**config.mk**
```make
export PLATFORM = sky130hd
export DESIGN_NAME = ifag_top
export DESIGN_NICKNAME = d
export VERILOG_FILES = /design/src/ifag_pkg.sv /design/src/ifag_addr_gen.sv /design/src/ifag_top.sv
export SDC_FILE = /design/constraint.sdc
export NUM_CORES = 2
export LEC_CHECK = 0
export BUFFER_PORTS_ARGS = -buffer_cell sky130_fd_sc_hd__buf_2
export CAP_MARGIN = 10
export CORE_UTILIZATION = 55
export CTS_BUF_LIST = sky130_fd_sc_hd__clkbuf_16
export DETAILED_ROUTE_END_ITERATION = 10
export GPL_TIMING_DRIVEN = 1
export HOLD_SLACK_MARGIN = 0.06
export PLACE_DENSITY = 0.72
export SYNTH_ARGS = -nofsm -noshare
export SYNTH_HDL_FRONTEND = slang
export SYNTH_SLANG_ARGS = --single-unit
export TNS_END_PERCENT = 50
```
**constraint.sdc**
```tcl
create_clock -name ref_clk_i -period 26.1 [get_ports ref_clk_i]
set_input_delay 2.61 -clock ref_clk_i [delete_from_list [all_inputs] [get_ports ref_clk_i]]
set_output_delay 2.61 -clock ref_clk_i [all_outputs]
set_load 0.01 [all_outputs]
```
**src/ifag_pkg.sv**
```systemverilog
// constants, types and register map of the instruction format decoder
`default_nettype none
package ifag_pkg;

   // ==========================================================
   // sizes
   localparam int unsigned GR_COUNT        = 16;
   localparam int unsigned GR_WIDTH        = 32;
   localparam int unsigned ADDR_WIDTH      = 24;
   localparam int unsigned DISP_WIDTH      = 12;
   localparam int unsigned OPCODE_SPACE    = 256;
   localparam int unsigned MAX_DEFINED_OPS = 112;

   // ==========================================================
   // register byte offsets
   localparam logic [7:0] OFF_GR0     = 8'h00;
   localparam logic [7:0] OFF_IA      = 8'h40;
   localparam logic [7:0] OFF_INSTR   = 8'h44;
   localparam logic [7:0] OFF_STATUS  = 8'h48;
   localparam logic [7:0] OFF_FIELDS  = 8'h4C;
   localparam logic [7:0] OFF_EADDR   = 8'h50;
   localparam logic [7:0] OFF_CTRL    = 8'h54;
   localparam logic [7:0] OFF_DEFMAP0 = 8'h60;

   localparam logic [5:0] IDX_GR0     = OFF_GR0[7:2];
   localparam logic [5:0] IDX_IA      = OFF_IA[7:2];
   localparam logic [5:0] IDX_INSTR   = OFF_INSTR[7:2];
   localparam logic [5:0] IDX_STATUS  = OFF_STATUS[7:2];
   localparam logic [5:0] IDX_FIELDS  = OFF_FIELDS[7:2];
   localparam logic [5:0] IDX_EADDR   = OFF_EADDR[7:2];
   localparam logic [5:0] IDX_CTRL    = OFF_CTRL[7:2];
   localparam logic [5:0] IDX_DEFMAP0 = OFF_DEFMAP0[7:2];

   // ==========================================================
   // field positions
   localparam int unsigned ST_ALIGN_BIT   = 14;
   localparam int unsigned ST_REFUSED_BIT = 15;
   localparam int unsigned CTRL_IGN_HI    = 0;
   localparam int unsigned CTRL_IGN_LO    = 1;
   localparam int unsigned SI_SEL_BIT     = 4;
   localparam logic [2:0]  HSIZE_WORD     = 3'h2;

   // ==========================================================
   // encodings and reset values
   localparam logic [1:0] FMT_RR    = 2'h0;
   localparam logic [1:0] FMT_RX    = 2'h1;
   localparam logic [1:0] FMT_RS_SI = 2'h2;
   localparam logic [1:0] FMT_NONE  = 2'h3;
   localparam logic [1:0] LEN_NONE  = 2'h0;
   localparam logic [1:0] LEN_ONE   = 2'h1;
   localparam logic [1:0] LEN_TWO   = 2'h2;
   localparam logic       HREADY_RESET = 1'b1;

   // ==========================================================
   // types
   typedef enum logic [1:0] {
      ST_IDLE   = 2'h0,
      ST_DECODE = 2'h1,
      ST_ADDR   = 2'h3
   } ifag_state_e;

   typedef logic [GR_COUNT-1:0][GR_WIDTH-1:0] ifag_gr_t;
   typedef logic [7:0][31:0]                  ifag_defmap_t;

   typedef struct packed {
      logic [7:0]  opcode;
      logic [1:0]  fmt;
      logic [1:0]  len_hw;
      logic        unsup;
      logic        undef;
      logic        is_si;
      logic        use_index;
      logic [3:0]  first_operand_reg_field;
      logic [3:0]  second_operand_reg_field;
      logic [7:0]  immediate_byte_field;
      logic [3:0]  second_base_field;
      logic [11:0] second_offset_field;
   } ifag_dec_s;

   typedef struct packed {
      logic [3:0]  base_sel;
      logic [3:0]  index_sel;
      logic        use_index;
      logic [11:0] disp;
   } ifag_agen_req_s;

   typedef struct packed {
      ifag_gr_t     gr;
      ifag_defmap_t defmap;
      logic [8:0]   defcnt;
      logic [23:0]  ia;
      logic [31:0]  instr;
      ifag_state_e  st;
      ifag_dec_s    dec;
      logic [23:0]  ea;
      logic         ea_valid;
      logic [1:0]   ctrl;
      logic         align_err;
      logic         map_refused;
      logic         wr_pend;
      logic         rd_pend;
      logic [5:0]   ph_idx;
      logic         ph_hit;
      logic         hreadyout;
      logic         hresp;
      logic [31:0]  hrdata;
      logic [23:0]  stor_addr;
      logic         stor_req;
   } ifag_top_s;

endpackage
`default_nettype wire

```
**src/ifag_addr_gen.sv**
```systemverilog
// effective storage address adder: base + index + displacement
`timescale 1ns/1ps
`default_nettype none
module ifag_addr_gen (
   input  wire ifag_pkg::ifag_gr_t       gr_i,
   input  wire ifag_pkg::ifag_agen_req_s req_i,
   output var  logic [23:0]              eaddr_o
);

   logic [23:0] base_val;
   logic [23:0] index_val;

   // ==========================================================
   // operand selection and sum
   always_comb begin
      // selector zero means no component, whatever register 0 holds
      base_val = (req_i.base_sel == 4'h0) ? 24'h000000
               : gr_i[req_i.base_sel][23:0];
      index_val = (req_i.use_index && req_i.index_sel != 4'h0)
                ? gr_i[req_i.index_sel][23:0] : 24'h000000;
      // carry out of bit 23 drops
      eaddr_o = base_val + index_val
              + {12'h000, req_i.disp};
   end

endmodule // ifag_addr_gen
`default_nettype wire

```
**src/ifag_top.sv**
```systemverilog
// instruction format decoder, register file and address generator
//
// The placing of the registers and register access over AHB-Lite were chosen for this implementation.
`timescale 1ns/1ps
`default_nettype none
module ifag_top (
   input  wire logic        ref_clk_i,
   input  wire logic        rst_n_i,
   input  wire logic        hsel_i,
   input  wire logic [31:0] haddr_i,
   input  wire logic [1:0]  htrans_i,
   input  wire logic        hwrite_i,
   input  wire logic [2:0]  hsize_i,
   input  wire logic [31:0] hwdata_i,
   input  wire logic        hready_i,
   output var  logic [31:0] hrdata_o,
   output var  logic        hreadyout_o,
   output var  logic        hresp_o,
   output var  logic [23:0] stor_addr_o,
   output var  logic        stor_req_o,
   output var  logic [23:0] fetch_addr_o
);

   ifag_pkg::ifag_top_s      r;
   ifag_pkg::ifag_top_s      n;
   ifag_pkg::ifag_agen_req_s agen_req;
   logic [23:0]              ea_w;
   logic [31:0]              rdata;
   logic [31:0]              status_w;
   logic [31:0]              fields_w;

   function automatic logic [5:0] popcnt(input logic [31:0] w);
      logic [5:0] c;
      c = 6'h00;
      for (int i = 0; i < 32; i++) begin
         c = c + {5'h00, w[i]};
      end
      return c;
   endfunction

   // ==========================================================
   // address generator
   always_comb begin
      agen_req.base_sel  = r.dec.second_base_field;
      agen_req.index_sel = r.dec.second_operand_reg_field;
      agen_req.use_index = r.dec.use_index;
      agen_req.disp      = r.dec.second_offset_field;
   end

   ifag_addr_gen u_agen (
      .gr_i    (r.gr),
      .req_i   (agen_req),
      .eaddr_o (ea_w)
   );

   // ==========================================================
   // read view
   always_comb begin
      status_w = {5'h00, r.defcnt, r.ea_valid, (r.st != ifag_pkg::ST_IDLE),
                  r.map_refused, r.align_err, r.dec.undef, r.dec.unsup,
                  r.dec.len_hw, r.dec.fmt, r.dec.opcode};
      fields_w = {r.dec.second_offset_field, r.dec.second_base_field,
                  r.dec.immediate_byte_field,
                  r.dec.second_operand_reg_field,
                  r.dec.first_operand_reg_field};
      rdata = 32'h00000000;
      if (r.ph_hit) begin
         if (r.ph_idx < ifag_pkg::IDX_IA) begin
            rdata = r.gr[r.ph_idx[3:0]];
         end else if (r.ph_idx[5:3] == ifag_pkg::IDX_DEFMAP0[5:3]) begin
            rdata = r.defmap[r.ph_idx[2:0]];
         end else begin
            case (r.ph_idx)
               ifag_pkg::IDX_IA:     rdata = {8'h00, r.ia};
               ifag_pkg::IDX_INSTR:  rdata = r.instr;
               ifag_pkg::IDX_STATUS: rdata = status_w;
               ifag_pkg::IDX_FIELDS: rdata = fields_w;
               ifag_pkg::IDX_EADDR:  rdata = {7'h00, r.ea_valid, r.ea};
               ifag_pkg::IDX_CTRL:   rdata = {30'h00000000, r.ctrl};
               default:              rdata = 32'h00000000;
            endcase
         end
      end
   end

   // ==========================================================
   // next state
   always_comb begin
      logic [7:0]        op;
      ifag_pkg::ifag_dec_s d;
      logic [2:0]        k;
      logic [9:0]        cnt_tmp;
      op      = r.instr[31:24];
      d       = '0;
      k       = r.ph_idx[2:0];
      cnt_tmp = 10'h000;
      n          = r;
      n.stor_req = 1'b0;

      // decode and address sequence
      unique case (r.st)
         ifag_pkg::ST_IDLE: begin
         end
         ifag_pkg::ST_DECODE: begin
            d.opcode = op;
            d.fmt    = op[7:6];
            unique case (op[7:6])
               ifag_pkg::FMT_RR:    d.len_hw = ifag_pkg::LEN_ONE;
               ifag_pkg::FMT_RX:    d.len_hw = ifag_pkg::LEN_TWO;
               ifag_pkg::FMT_RS_SI: d.len_hw = ifag_pkg::LEN_TWO;
               ifag_pkg::FMT_NONE: begin
                  d.len_hw = ifag_pkg::LEN_NONE;
                  d.unsup  = 1'b1;
               end
            endcase
            d.undef = !r.defmap[op[7:5]][op[4:0]];
            if (!d.unsup) begin
               d.is_si = (op[7:6] == ifag_pkg::FMT_RS_SI)
                       && op[ifag_pkg::SI_SEL_BIT];
               d.use_index = (op[7:6] == ifag_pkg::FMT_RX);
               if (d.is_si) begin
                  d.immediate_byte_field = r.instr[23:16];
               end else begin
                  d.first_operand_reg_field  = r.instr[23:20];
                  d.second_operand_reg_field = r.instr[19:16];
               end
               if (r.ctrl[ifag_pkg::CTRL_IGN_HI]) begin
                  d.first_operand_reg_field = 4'h0;
               end
               if (r.ctrl[ifag_pkg::CTRL_IGN_LO]) begin
                  d.second_operand_reg_field = 4'h0;
                  d.use_index = 1'b0;
               end
               if (d.len_hw == ifag_pkg::LEN_TWO) begin
                  d.second_base_field   = r.instr[15:12];
                  d.second_offset_field = r.instr[11:0];
               end
            end
            n.dec = d;
            n.st  = ifag_pkg::ST_ADDR;
         end
         ifag_pkg::ST_ADDR: begin
            n.st = ifag_pkg::ST_IDLE;
            // length in bytes is halfwords times two
            n.ia = r.ia + {21'h000000, r.dec.len_hw, 1'b0};
            if (r.dec.len_hw == ifag_pkg::LEN_TWO && !r.dec.undef) begin
               n.ea       = ea_w;
               n.ea_valid = 1'b1;
               n.stor_addr = ea_w;
               n.stor_req = 1'b1;
            end
         end
         default: n.st = ifag_pkg::ST_IDLE;
      endcase

      // bus data phase: read answer, one wait state
      if (r.rd_pend) begin
         n.rd_pend   = 1'b0;
         n.hreadyout = 1'b1;
         n.hrdata    = rdata;
      end

      // bus data phase: write, wins over the sequencer
      if (r.wr_pend) begin
         n.wr_pend = 1'b0;
         if (r.ph_hit) begin
            if (r.ph_idx < ifag_pkg::IDX_IA) begin
               n.gr[r.ph_idx[3:0]] = hwdata_i;
            end else if (r.ph_idx[5:3] == ifag_pkg::IDX_DEFMAP0[5:3]) begin
               cnt_tmp = {1'b0, r.defcnt} - {4'h0, popcnt(r.defmap[k])}
                       + {4'h0, popcnt(hwdata_i)};
               if (cnt_tmp > 10'(ifag_pkg::MAX_DEFINED_OPS)) begin
                  n.map_refused = 1'b1;
               end else begin
                  n.defmap[k] = hwdata_i;
                  n.defcnt    = cnt_tmp[8:0];
               end
            end else begin
               case (r.ph_idx)
                  ifag_pkg::IDX_IA: begin
                     n.ia = {hwdata_i[23:1], 1'b0};
                     if (hwdata_i[0]) begin
                        n.align_err = 1'b1;
                     end
                  end
                  ifag_pkg::IDX_INSTR: begin
                     if (r.st == ifag_pkg::ST_IDLE) begin
                        n.instr    = hwdata_i;
                        n.st       = ifag_pkg::ST_DECODE;
                        n.ea_valid = 1'b0;
                     end
                  end
                  ifag_pkg::IDX_STATUS: begin
                     if (hwdata_i[ifag_pkg::ST_ALIGN_BIT]) begin
                        n.align_err = 1'b0;
                     end
                     if (hwdata_i[ifag_pkg::ST_REFUSED_BIT]) begin
                        n.map_refused = 1'b0;
                     end
                  end
                  ifag_pkg::IDX_CTRL: n.ctrl = hwdata_i[1:0];
                  default: begin
                  end
               endcase
            end
         end
      end

      // bus address phase
      if (hsel_i && htrans_i[1] && hready_i) begin
         n.ph_idx = haddr_i[7:2];
         n.ph_hit = (haddr_i[31:8] == 24'h000000)
                  && (haddr_i[1:0] == 2'h0)
                  && (hsize_i == ifag_pkg::HSIZE_WORD);
         if (hwrite_i) begin
            n.wr_pend = 1'b1;
         end else begin
            n.rd_pend   = 1'b1;
            n.hreadyout = 1'b0;
         end
      end
      n.hresp = 1'b0;
   end

   always_ff @(posedge ref_clk_i or negedge rst_n_i) begin
      if (!rst_n_i) begin
         r           <= '0;
         r.hreadyout <= ifag_pkg::HREADY_RESET;
      end else begin
         r <= n;
      end
   end

   // ==========================================================
   // outputs
   assign hrdata_o     = r.hrdata;
   assign hreadyout_o  = r.hreadyout;
   assign hresp_o      = r.hresp;
   assign stor_addr_o  = r.stor_addr;
   assign stor_req_o   = r.stor_req;
   assign fetch_addr_o = r.ia;

   // ==========================================================
   // checks
   logic [23:0] chk_base;
   logic [23:0] chk_index;

   always_comb begin
      chk_base = (r.dec.second_base_field == 4'h0) ? 24'h000000
               : r.gr[r.dec.second_base_field][23:0];
      chk_index = (r.dec.use_index && r.dec.second_operand_reg_field != 4'h0)
                ? r.gr[r.dec.second_operand_reg_field][23:0] : 24'h000000;
   end
endmodule // ifag_top
`default_nettype wire
```
==> results by stage <==
Outcome:
- The run finished with clean final reports.

Hold path:
- In this run the most critical hold path is launched from r[908].
- The hold path endpoint is r[908].
- Along the worst hold path, the cell count comes to 2.
- The path category of the worst min-delay check is flop to flop.

Worst setup path:
- For this design, the slowest cell found on the critical path is or3_2.
- In this design, the critical path's most frequently occurring cell is fa_1.
- The startpoint identified for the worst register-to-register timing path is r[60].
- The critical path is of the flop to flop type.
- The worst reg2reg path endpoint is r[330].
- In this run the worst path has a maximum fanout of 45.
- The worst register-to-register path has a setup slack of 13.61 ns.
- The cell family with the largest share of critical-path delay is adder cells.
- The critical path buffer and inverter count is 7.
- STA classifies the critical path endpoint as a flop.
- The element type at the critical path start is a flop.
- The worst reg2reg path depth is 27.
- STA puts the critical path data required time at 26.67 ns.
- The arrival time reported for the critical path endpoint is 13.06 ns.
- The delay of the slowest cell on the worst path is 1.01 ns.

Synthesis:
- The average cell area after synthesis is 13.6 sq um.
- The proportion of netlist area held by the largest area contributor is 43.6%.
- Counting flops with a built-in enable in the synthesized netlist gives 0.
- The predominant post-synthesis flop cell is dfrtp_1.
- After synthesis the netlist holds a flip-flop and latch count of about 950.
- Yosys attributes the largest share of cell area to dfrtp_1 (44%), mux4_2 (21%), mux2_2 (13%).
- Counting instances in the post-synthesis netlist gives the leading cell types as dfrtp_1 (950), mux2_2 (619), mux4_2 (515), nand2_1 (290), clkbuf_1 (240).
- The netlist uses 73 different library cells.
- The biggest area contributor in the post-synthesis netlist is dfrtp_1.
- Synthesis produced 3,996 cells.
- The synthesized netlist occupies a cell area of 0.0545 sq mm.
- The register area share after synthesis is 43.6%.
- The most common cell in the netlist is dfrtp_1.
- The total of warnings raised by yosys is 0.
- Counting flops with an async set or reset pin after synthesis yields a share of 100%.

Placed design:
- The placed cell count is 5,106.
- The congestion estimate from routability-driven global placement came to around 1.
- The detailed-placement wirelength estimate is approximately 110 mm.
- In this run the tool buffered the top-level ports with 153 buffer cells.

Layout:
- Registers take 0.0238 sq mm.
- The area of the multi-input gates is 0.0284 sq mm.
- At the end of the flow, the number of nets in the layout was a little over 4,000.
- The area added between synthesis and finish is 8.31%.
- Of the cells placed in the final design, the portion with a size suffix greater than 1 is 40.3%.
- The number of inserted filler cells in the final layout is about 7,600.
- The number of standard cells in the layout, taps in and fillers out is between 5,000 and 6,000.

Global route:
- For this run the aggregate overflow at the end of global routing stands at 0.
- The wire length of the first global-routing pass is 250 mm.
- The number of global-route vias before repair is around 37,000.
- The largest net degree at the start of global routing is 108.
- The initial antenna violation count is 12.
- The global routing usage summed across all routing layers is roughly a third.

Floorplan:
- The die height is 317 microns.
- The floorplan step defined a core boundary enclosing 0.0983 sq mm.
- The die covers 0.100 sq mm.
- 157 I/O pins were placed.
- Once the floorplan was initialized, standard cells occupied a little under three fifths of the core.
- The overall die width is 317 microns.
- The number of rows in the core area is approximately 120.

Clock tree:
- The number of sinks on the clock net is 951.
- The later-pin clock latency in the skew report is 0.71 ns.
- The register clock-pin slew on the reported worst setup and hold paths is 0.06 ns.
- The clock tree synthesis step divided the H-tree into 3 levels.
- The clock passes through at most 3 buffers.
- TritonCTS created ~100 clock buffers.
- For this design, the CTS-stage hold fixing added 0 buffers.
- The number of setup buffers added after CTS is 0.
- The quantity of gates resized following cts is 0.
- The clock tree root driver cell is clkbuf_16.
- TritonCTS built the clock tree.

Job:
- The tool flagged a number of max-cap violations equal to 0.

STA:
- The final hold violation count is 0.
- The number of pins exceeding their max-slew limit in the final report is 0.
- Setup violations remaining at the end of the flow were counted as 0.
- For the pin with the worst max-slew slack, the measured transition is roughly 1.1 ns.
- The share of the clock period used by the worst path after layout is 47.9%.
- The highest clock rate is approximately 0.08 GHz.
- Setup repair after global routing left no endpoint under its margin.
- Adding up every negative setup slack in the final design gives 0 ns.
- Headroom to the max-slew limit came out at 22.6%.
- The shortest clock period the worst path allows after layout is 12.49 ns.
- For the final database, setup skew stands at approximately 0.034 ns.

Detailed routing:
- After detailed routing, the total wire length is roughly 170 mm.
- For this block, the initial DRC count from the detailed router was 4,456.
- The first TritonRoute pass finished after 7 iterations.
- The vias per cell is 6.95.
- The detail route stage leaves a number of antenna-violating nets equal to 0.
- The DRC violations left is 0.
- The routed layout has 36,800 vias.
- The average routed wire per standard cell is 31.7 microns.

Power and ir drop:
- Across the VDD grid, the largest voltage drop is 0.159 mV.
- In this run the power density over the cells is 63.5 mW/mm^2.
- The leakage power is 26.2 nW.
worst reg2reg max path, delay by kind of cell (launching register included):
family,cells,cell delay [ns]
multiplexers,3,1.83
adder cells (fa/ha/maj),10,4.49
XOR/XNOR,1,0.15
AND/OR/NAND/NOR,1,1.01
buffers and inverters,7,2.75
AO/OA/AOI/OAI,5,1.33
flip-flops,1,0.78
registers in the layout, summed over array words and instances (netlist names):
| signal | flops |
|---|---|
| hrdata_o | 32 |
| r | 837 |
| fetch_addr_o | 23 |
| hreadyout_o | 1 |
| stor_req_o | 1 |
| agen_req | 21 |
| fields_w | 12 |
| stor_addr_o | 24 |
cells in the final DEF (no fill, tap or decap), types with 51 or more instances in the layout:
master,instances
dfrtp_1,935
mux2_2,619
mux4_2,515
nand2_1,284
o21ai_0,229
inv_1,154
buf_2,152
clkbuf_16,101
buf_4,92
fa_1,74
nor2_1,71
a21oi_1,71
mux2i_1,62
nor2b_1,57
ha_1,57
a22o_1,51
area by class of cell:
| type | instances | share of cell area (%) |
|---|---|---|
| antenna | 5 | 0.0212 |
| clock buffer | 101 | 4.28 |
| clock inverter | 87 | 1.11 |
| inverter | 146 | 0.928 |
| multi-input combinational | 2476 | 48.1 |
| sequential | 951 | 40.4 |
| tap | 1287 | 2.73 |
| timing repair buffer | 246 | 2.52 |
worst max path at each step:
stage	start	endpoint	slack [ns]	depth (start not counted)
detailed placement	r[60]	r[330]	13.72	27
finish	r[60]	r[330]	13.61	27
global route	r[60]	r[330]	13.16	27
CTS	r[60]	r[330]	13.68	27
floorplan	hwdata_i[27]	r[437]	16.27	27
global placement	r[60]	r[328]	13.84	27
report_power, final:
| group | switching, mW | internal (mW) |
|---|---|---|
| clock network | 0.618 | 0.783 |
| logic | 0.506 | 0.322 |
| registers | 0.0313 | 1.49 |
through the flow:
step | utilization, % | power [mW] | hold WS, ns | instance area, sq um | worst slack [ns]
after floorplan | - | 2.10 | 0.445 | 54500 | 16.27
after CTS | 60.1 | 3.75 | 0.480 | 59000 | 13.68
after global routing | 60.1 | 3.89 | 0.498 | 59000 | 13.16
final | 60.1 | 3.75 | 0.479 | 59100 | 13.61
after global placement | 56.8 | 2.34 | 0.456 | 55900 | 13.84
after detailed placement | 56.8 | 2.36 | 0.466 | 55900 | 13.72
layer usage:
metal | vias to the layer above | routed length [microns] | global-route usage, %
met5 | - | 77 | 0
met4 | 12 | 9630 | 17.5
met3 | 501 | 18800 | 9.44
met2 | 2091 | 75600 | 51.0
met1 | 19400 | 64100 | 46.5
li1 | 14800 | - | -
cell families (layout without fill, tap and decap cells):
logic type,count (synthesis),count (layout),synth area share [%]
fa+ha+maj,131,131,4.03
xor+xnor,48,48,0.771
flops,951,951,43.6
compound gates,514,514,6.00
simple gates,537,537,4.49
mux,1244,1244,36.4
other cells,1,7,0.00688
buf+inv,570,580,4.67
(Power assumes the default switching activity.)
